$ cat src/rtl/sram_link_pkg.sv
// shared widths and burst constants for the write-port link
// assumes both ends run on one core clock; phase flag marks clock edges
package sram_link_pkg;

    // ==========================================================
    // variant widths (x36 default, others listed)
    localparam int ADDR_W_X8 = 22;
    localparam int ADDR_W_X18 = 21;
    localparam int ADDR_W_X36 = 20;
    localparam int DATA_W_X36 = 36;
    localparam int MASK_W_X36 = 4;
    localparam int NIBBLE_MASK_W = 2;

    // ==========================================================
    // burst and buffering
    localparam int BURST_WORDS = 2;
    localparam int FIFO_DEPTH = 16;

    // ==========================================================
    // reset values
    localparam logic SEL_IDLE_N = 1'b1;
    localparam logic PHASE_RST = 1'b1;

endpackage

$ cat src/rtl/sram_link_if.sv
// link between memory controller end and memory device end
// assumes one core clock; kEdge high marks a positive-clock edge cycle
`timescale 1ns/100ps
interface sram_link_if #(
    parameter int ADDR_W = sram_link_pkg::ADDR_W_X36,
    parameter int DATA_W = sram_link_pkg::DATA_W_X36,
    parameter int MASK_W = sram_link_pkg::MASK_W_X36
);
    logic kEdge;
    logic writePortSelectN;
    logic readPortSelectN;
    logic [ADDR_W-1:0] addr;
    logic [DATA_W-1:0] data;
    logic [MASK_W-1:0] byteLaneWriteMaskN;

    modport ctrl (
        output kEdge,
        output writePortSelectN,
        output readPortSelectN,
        output addr,
        output data,
        output byteLaneWriteMaskN
    );

    modport dev (
        input kEdge,
        input writePortSelectN,
        input readPortSelectN,
        input addr,
        input data,
        input byteLaneWriteMaskN
    );
endinterface

$ cat src/rtl/sync_fifo.sv
// small synchronous fifo with valid/ready on both sides
// assumes a single clock and synchronous active-high reset
`timescale 1ns/100ps
module sync_fifo #(
    parameter int WIDTH = 8,
    parameter int DEPTH = sram_link_pkg::FIFO_DEPTH
) (
    // clock and reset
    input wire logic core_clk,
    input wire logic sys_rst,
    // fill side
    input wire logic inValid,
    output logic inReady,
    input wire logic [WIDTH-1:0] inData,
    // drain side
    output logic outValid,
    input wire logic outReady,
    output logic [WIDTH-1:0] outData
);
    import sram_link_pkg::*;

    localparam int PW = $clog2(DEPTH);

    logic [WIDTH-1:0] store [DEPTH];
    logic [PW-1:0] wrPtr_r;
    logic [PW-1:0] rdPtr_r;
    logic [PW:0] count_r;
    logic push;
    logic pop;

    assign inReady = (count_r != (PW+1)'(DEPTH));
    assign outValid = (count_r != '0);
    assign push = inValid && inReady;
    assign pop = outValid && outReady;
    assign outData = store[rdPtr_r];

    // ==========================================================
    // storage
    always_ff @(posedge core_clk) begin
        if (push) begin
            store[wrPtr_r] <= inData;
        end
    end

    // ==========================================================
    // pointers and fill level
    always_ff @(posedge core_clk) begin
        if (sys_rst) begin
            wrPtr_r <= '0;
            rdPtr_r <= '0;
            count_r <= '0;
        end else begin
            if (push) begin
                wrPtr_r <= (wrPtr_r == PW'(DEPTH-1)) ? '0 : wrPtr_r + 1'b1;
            end
            if (pop) begin
                rdPtr_r <= (rdPtr_r == PW'(DEPTH-1)) ? '0 : rdPtr_r + 1'b1;
            end
            if (push && !pop) begin
                count_r <= count_r + 1'b1;
            end else if (pop && !push) begin
                count_r <= count_r - 1'b1;
            end
        end
    end
endmodule

$ cat src/rtl/sram_ctrl_end.sv
// memory controller end: turns buffered write bursts and read
// requests into the time-multiplexed link sequence
// assumes the device end samples the link on the same core clock
`timescale 1ns/100ps
module sram_ctrl_end #(
    parameter int ADDR_W = sram_link_pkg::ADDR_W_X36,
    parameter int DATA_W = sram_link_pkg::DATA_W_X36,
    parameter int MASK_W = sram_link_pkg::MASK_W_X36
) (
    // clock and reset
    input wire logic core_clk,
    input wire logic sys_rst,
    // write burst request
    input wire logic wrValid,
    output logic wrReady,
    input wire logic [ADDR_W-1:0] wrAddr,
    input wire logic [DATA_W-1:0] wrData0,
    input wire logic [DATA_W-1:0] wrData1,
    input wire logic [MASK_W-1:0] wrMask0N,
    input wire logic [MASK_W-1:0] wrMask1N,
    // read request
    input wire logic rdReq,
    input wire logic [ADDR_W-1:0] rdAddr,
    output logic rdBusy,
    // link
    sram_link_if.ctrl link
);
    import sram_link_pkg::*;

    localparam int EW = ADDR_W + 2 * DATA_W + 2 * MASK_W;

    logic kEdge_r;
    logic wpsN_r;
    logic rpsN_r;
    logic [ADDR_W-1:0] addr_r;
    logic [DATA_W-1:0] data_r;
    logic [MASK_W-1:0] mask_r;
    logic [EW-1:0] ent_r;
    logic entLive_r;
    logic rdPend_r;
    logic [ADDR_W-1:0] rdAddr_r;
    logic fifoValid;
    logic fifoTake;
    logic [EW-1:0] fifoData;

    // ==========================================================
    // write burst buffer; drained once per inverted-edge slot
    assign fifoTake = !kEdge_r;

    sync_fifo #(.WIDTH(EW), .DEPTH(FIFO_DEPTH)) i_sync_fifo (
        .core_clk(core_clk),
        .sys_rst(sys_rst),
        .inValid(wrValid),
        .inReady(wrReady),
        .inData({wrAddr, wrData0, wrData1, wrMask0N, wrMask1N}),
        .outValid(fifoValid),
        .outReady(fifoTake),
        .outData(fifoData)
    );

    // ==========================================================
    // edge phase: high cycle carries the positive-clock edge
    always_ff @(posedge core_clk) begin
        if (sys_rst) begin
            kEdge_r <= PHASE_RST;
        end else begin
            kEdge_r <= !kEdge_r;
        end
    end

    // ==========================================================
    // read request holding
    always_ff @(posedge core_clk) begin
        if (sys_rst) begin
            rdPend_r <= 1'b0;
            rdAddr_r <= '0;
        end else if (rdReq && !rdPend_r) begin
            rdPend_r <= 1'b1;
            rdAddr_r <= rdAddr;
        end else if (!kEdge_r) begin
            rdPend_r <= 1'b0;
        end
    end

    assign rdBusy = rdPend_r;

    // ==========================================================
    // link drive
    always_ff @(posedge core_clk) begin
        if (sys_rst) begin
            wpsN_r <= SEL_IDLE_N;
            rpsN_r <= SEL_IDLE_N;
            addr_r <= '0;
            data_r <= '0;
            mask_r <= '1;
            ent_r <= '0;
            entLive_r <= 1'b0;
        end else if (!kEdge_r) begin
            wpsN_r <= !fifoValid;
            rpsN_r <= !rdPend_r;
            entLive_r <= fifoValid;
            ent_r <= fifoData;
            addr_r <= rdAddr_r;
            data_r <= fifoData[2*MASK_W+DATA_W +: DATA_W];
            // no burst, every lane masked off
            mask_r <= fifoValid ? fifoData[MASK_W +: MASK_W] : '1;
        end else begin
            wpsN_r <= SEL_IDLE_N;
            rpsN_r <= SEL_IDLE_N;
            addr_r <= ent_r[EW-1 -: ADDR_W];
            data_r <= ent_r[2*MASK_W +: DATA_W];
            mask_r <= entLive_r ? ent_r[0 +: MASK_W] : '1;
        end
    end

    assign link.kEdge = kEdge_r;
    assign link.writePortSelectN = wpsN_r;
    assign link.readPortSelectN = rpsN_r;
    assign link.addr = addr_r;
    assign link.data = data_r;
    assign link.byteLaneWriteMaskN = mask_r;
endmodule

$ cat src/flat_wrapper.sv
// flat-port wrapper written by rule: the top's interface ports become plain ports
module sram_ctrl_end_flat import sram_link_pkg::*;
#(
    parameter int ADDR_W = sram_link_pkg::ADDR_W_X36,
    parameter int DATA_W = sram_link_pkg::DATA_W_X36,
    parameter int MASK_W = sram_link_pkg::MASK_W_X36
)
  (core_clk, sys_rst, wrValid, wrReady, wrAddr, wrData0, wrData1, wrMask0N, wrMask1N, rdReq, rdAddr, rdBusy, link_kEdge, link_writePortSelectN, link_readPortSelectN, link_addr, link_data, link_byteLaneWriteMaskN);
  sram_link_if #(.ADDR_W(ADDR_W), .DATA_W(DATA_W), .MASK_W(MASK_W)) link_i ();
  input wire logic core_clk;
  input wire logic sys_rst;
  input wire logic wrValid;
  output logic wrReady;
  input wire logic [ADDR_W-1:0] wrAddr;
  input wire logic [DATA_W-1:0] wrData0;
  input wire logic [DATA_W-1:0] wrData1;
  input wire logic [MASK_W-1:0] wrMask0N;
  input wire logic [MASK_W-1:0] wrMask1N;
  input wire logic rdReq;
  input wire logic [ADDR_W-1:0] rdAddr;
  output logic rdBusy;
  output wire logic [$bits(link_i.kEdge)-1:0] link_kEdge;
  output wire logic [$bits(link_i.writePortSelectN)-1:0] link_writePortSelectN;
  output wire logic [$bits(link_i.readPortSelectN)-1:0] link_readPortSelectN;
  output wire logic [$bits(link_i.addr)-1:0] link_addr;
  output wire logic [$bits(link_i.data)-1:0] link_data;
  output wire logic [$bits(link_i.byteLaneWriteMaskN)-1:0] link_byteLaneWriteMaskN;
  assign link_kEdge = link_i.kEdge;
  assign link_writePortSelectN = link_i.writePortSelectN;
  assign link_readPortSelectN = link_i.readPortSelectN;
  assign link_addr = link_i.addr;
  assign link_data = link_i.data;
  assign link_byteLaneWriteMaskN = link_i.byteLaneWriteMaskN;
  sram_ctrl_end #(.ADDR_W(ADDR_W), .DATA_W(DATA_W), .MASK_W(MASK_W)) u_core (.core_clk(core_clk), .sys_rst(sys_rst), .wrValid(wrValid), .wrReady(wrReady), .wrAddr(wrAddr), .wrData0(wrData0), .wrData1(wrData1), .wrMask0N(wrMask0N), .wrMask1N(wrMask1N), .rdReq(rdReq), .rdAddr(rdAddr), .rdBusy(rdBusy), .link(link_i));
endmodule
$ cat config.mk
export PLATFORM = sky130hd
export DESIGN_NAME = sram_ctrl_end_flat
export DESIGN_NICKNAME = d
export VERILOG_FILES = /design/src/rtl/sram_link_pkg.sv /design/src/rtl/sram_link_if.sv /design/src/rtl/sync_fifo.sv /design/src/rtl/sram_ctrl_end.sv /design/src/flat_wrapper.sv
export SDC_FILE = /design/constraint.sdc
export NUM_CORES = 2
export LEC_CHECK = 0
export BUFFER_PORTS_ARGS = -buffer_cell sky130_fd_sc_hd__buf_2
export CORE_ASPECT_RATIO = 0.8
export CORE_MARGIN = 5
export CORE_UTILIZATION = 35
export DETAILED_ROUTE_END_ITERATION = 16
export MAX_ROUTING_LAYER = met4
export PLACE_DENSITY = 0.48
export SETUP_SLACK_MARGIN = 0.05
export SLEW_MARGIN = 5
export SYNTH_ARGS = -nofsm -noshare
export SYNTH_HDL_FRONTEND = slang
export SYNTH_SLANG_ARGS = --single-unit
$ cat constraint.sdc
create_clock -name core_clk -period 12.1 [get_ports core_clk]
set_clock_uncertainty 0.2 [all_clocks]
set_input_delay 0.605 -clock core_clk [delete_from_list [all_inputs] [get_ports core_clk]]
set_output_delay 0.605 -clock core_clk [all_outputs]
set_load 0.1 [all_outputs]
==> run metrics <==
Routed Wire Length ~170000 µm; site row count 142; number of flops mapped to enable cells by yosys 1600; post-route design area between 0.07 and 0.08 mm²; Yosys warnings 0; post-cts resize count 0; worst slack at placement between 7 and 8 ns; Post-Synthesis Cells roughly 3800; VDD IR max about 0.00012 V; Critical Path Max Stage Delay 0.85 ns; dpl cell area 0.0702 mm²; final worst path period share between 30% and 40%; post-layout util 41.1%; Final Hold Fails 0; Worst Setup End Kind flop; most common cell after layout, fill and taps aside edfxtp_1; drt wl/cell about 26 µm; Placer Congestion roughly 0.7; Root Buffer clkbuf_16; clk_lat worst skew 0.79 ns; synthesized area 0.0663 mm²; Via density approximately 5.1; initial antenna violation count 20; Hold Path Class input pin to flop; area grow syn2layout 16.2%; Overflow after GRT 0; Detail Route Antenna Nets 0; status finished clean; Crit Path Max Fanout 41; worst setup path category flop to flop; leakage between 20 and 25 nW; first-pass GRT wire length approximately 250000 µm; Synth Area per Inst between 15 and 20 µm²; pwr/cell area between 150 and 200 mW/mm²; port buffer count 188; drt initial violations roughly 2600; Setup WS post-layout approximately 7.7 ns; asr flop ratio synth 0%; CP max-delay cell buf_4; Max Cap Viol 0; Most Frequent Cell on Critical Path buf_4; slew margin rel. between 10% and 20%; Hold Startpoint rdReq; largest net degree at the start of global routing about 120; minimum clock period 4.39 ns; count of final setup violators 0; worst path arrival time around 4.6 ns; share of cells above drive strength 1 around 13%; vias in the first global route approximately 34000; Final HPWL DP roughly 83000 µm; required time worst endpoint 12.31 ns; Crit. Startpoint u_core.i_sync_fifo.count_r[0]; drt pass-1 iters 5; Die H between 300 and 400 µm; family with the most delay on the worst path buffers and inverters; R2R Path Start u_core.i_sync_fifo.count_r[0]; Sink Count ~1800; all-layer global routing usage about 18%; FMAX around 230 MHz; Worst-Margin Slew 1.24 ns; Clock transition at path regs approximately 0.060 ns; htree depth 4; part of the Yosys area used for sequential elements 77.3%; initial core utilization 35.3%; most frequent cells in the layout 1600 x edfxtp_1, 794 x mux2i_1, 359 x a22oi_1; Syn Nets just under 4000; die width roughly 500 µm; CORE AREA ~0.19 mm²; DRC 0; IO Count roughly 190; total clock buffers created by CTS around 180; via count 34500; maximum clock path buffer count 3; max-slew violation count 0; fin nets about 4200; die area between 0.15 and 0.2 mm²; Critical Path, Cell by Cell nand2b_1, o21a_1, nand2_1, nor2_4, buf_4, buf_4; crit path launch type flop; Distinct cells, synth 40; CTS tree yes; TNS Setup 0 ns; unrepaired setup endpoints after global routing no; number of synthesized register bits 1762; crit path buf inv count 2; ys flop type edfxtp_1
==> cell type report <==
type,instances,area (µm²)
repair buffers,371,2780
inverters,7,26.3
well taps,2520,3150
multi-input cells,1772,14200
clock inverters,61,593
fillers,16900,111000
diodes,8,20.0
clock buffers,269,5070
flip-flops and latches,1762,51300
==> logic make-up after synthesis <==
| family | share of synthesized area, % |
|---|---|
| adder cells (fa/ha/maj) | 0.200 |
| buffers and inverters | 1.55 |
| XOR/XNOR | 0.0660 |
| AND/OR/NAND/NOR | 3.60 |
| AO/OA/AOI/OAI | 4.61 |
| flip-flops | 77.3 |
| multiplexers | 12.6 |
==> per-stage QoR <==
| step | hold WS [ns] | total power [mW] | cells |
|---|---|---|---|
| final | 0.208 | 14.1 | 6770 |
| after global routing | 0.191 | 14.7 | 6770 |
| after CTS | 0.138 | 14.3 | 6762 |
| after detailed placement | 0.233 | 8.83 | 6312 |
| after global placement | 0.239 | 8.83 | 6312 |
| after floorplan | 0.220 | 8.35 | 3762 |
==> worst register-to-register path, cell delays in order (launching register included) <==
cell and delay (ns):
dfxtp_1 0.43, nand2b_1 0.17, o21a_1 0.37, nand2_1 0.31
nor2_4 0.76, buf_4 0.85, buf_4 0.90
==> report_power, final <==
part / total [mW] / leakage, nW / internal [mW] / switching (mW)
logic: 1.77 / 6.19 / 0.635 / 1.14
registers: 6.94 / 15.8 / 6.85 / 0.0964
clock network: 5.39 / 2.78 / 3.07 / 2.32
==> Yosys cell counts (all sizes together), types with 8 or more instances <==
cell type,instances,area share [%]
nand2,144,0.81
nor2,54,0.31
dfxtp,162,4.9
nand3,284,2.1
mux4,17,0.59
ha,9,0.17
mux2i,794,12
a22oi,359,4.1
a21oi,51,0.38
edfxtp,1600,72
buf,144,1.1
nor2b,8,0.075
clkbuf,77,0.44
==> timing repair <==
action / CTS / global route
endpoints found under the setup margin: 0 / 0
hold buffers: 120 / 0
buffers inserted: 0 / 0
endpoints found under the hold margin: 1620 / 0
==> sequential cells by signal, indices dropped and copies added, names as in the netlist, 4 cells and up, named ones only <==
signal and count:
u_core.rdAddr_r 20, u_core.i_sync_fifo.store 1600, u_core.link.byteLaneWriteMaskN 4, u_core.ent_r 60, u_core.link.addr 20, u_core.i_sync_fifo.wrPtr_r 4
u_core.i_sync_fifo.count_r 5, u_core.link.data 36, u_core.i_sync_fifo.rdPtr_r 4
==> worst paths after layout <==
path                                                         end  slack, ns  cells after the start
worst max-delay path            u_core.i_sync_fifo.store[10][73]       7.71                      6
worst min-delay path                         u_core.rdAddr_r[14]       0.21                      5
worst max register to register  u_core.i_sync_fifo.store[10][73]       7.71                      6
worst min register to register       u_core.link.readPortSelectN       0.24                      1
==> metal layers <==
metal,routed length [µm],up-vias,global-route usage (%)
met5,0,-,-
li1,-,15600,-
met3,7450,229,3.02
met1,83300,17900,25.1
met2,79800,738,27.2
met4,2950,0,3.52
Note: power is estimated with default switching activity, not from simulation.
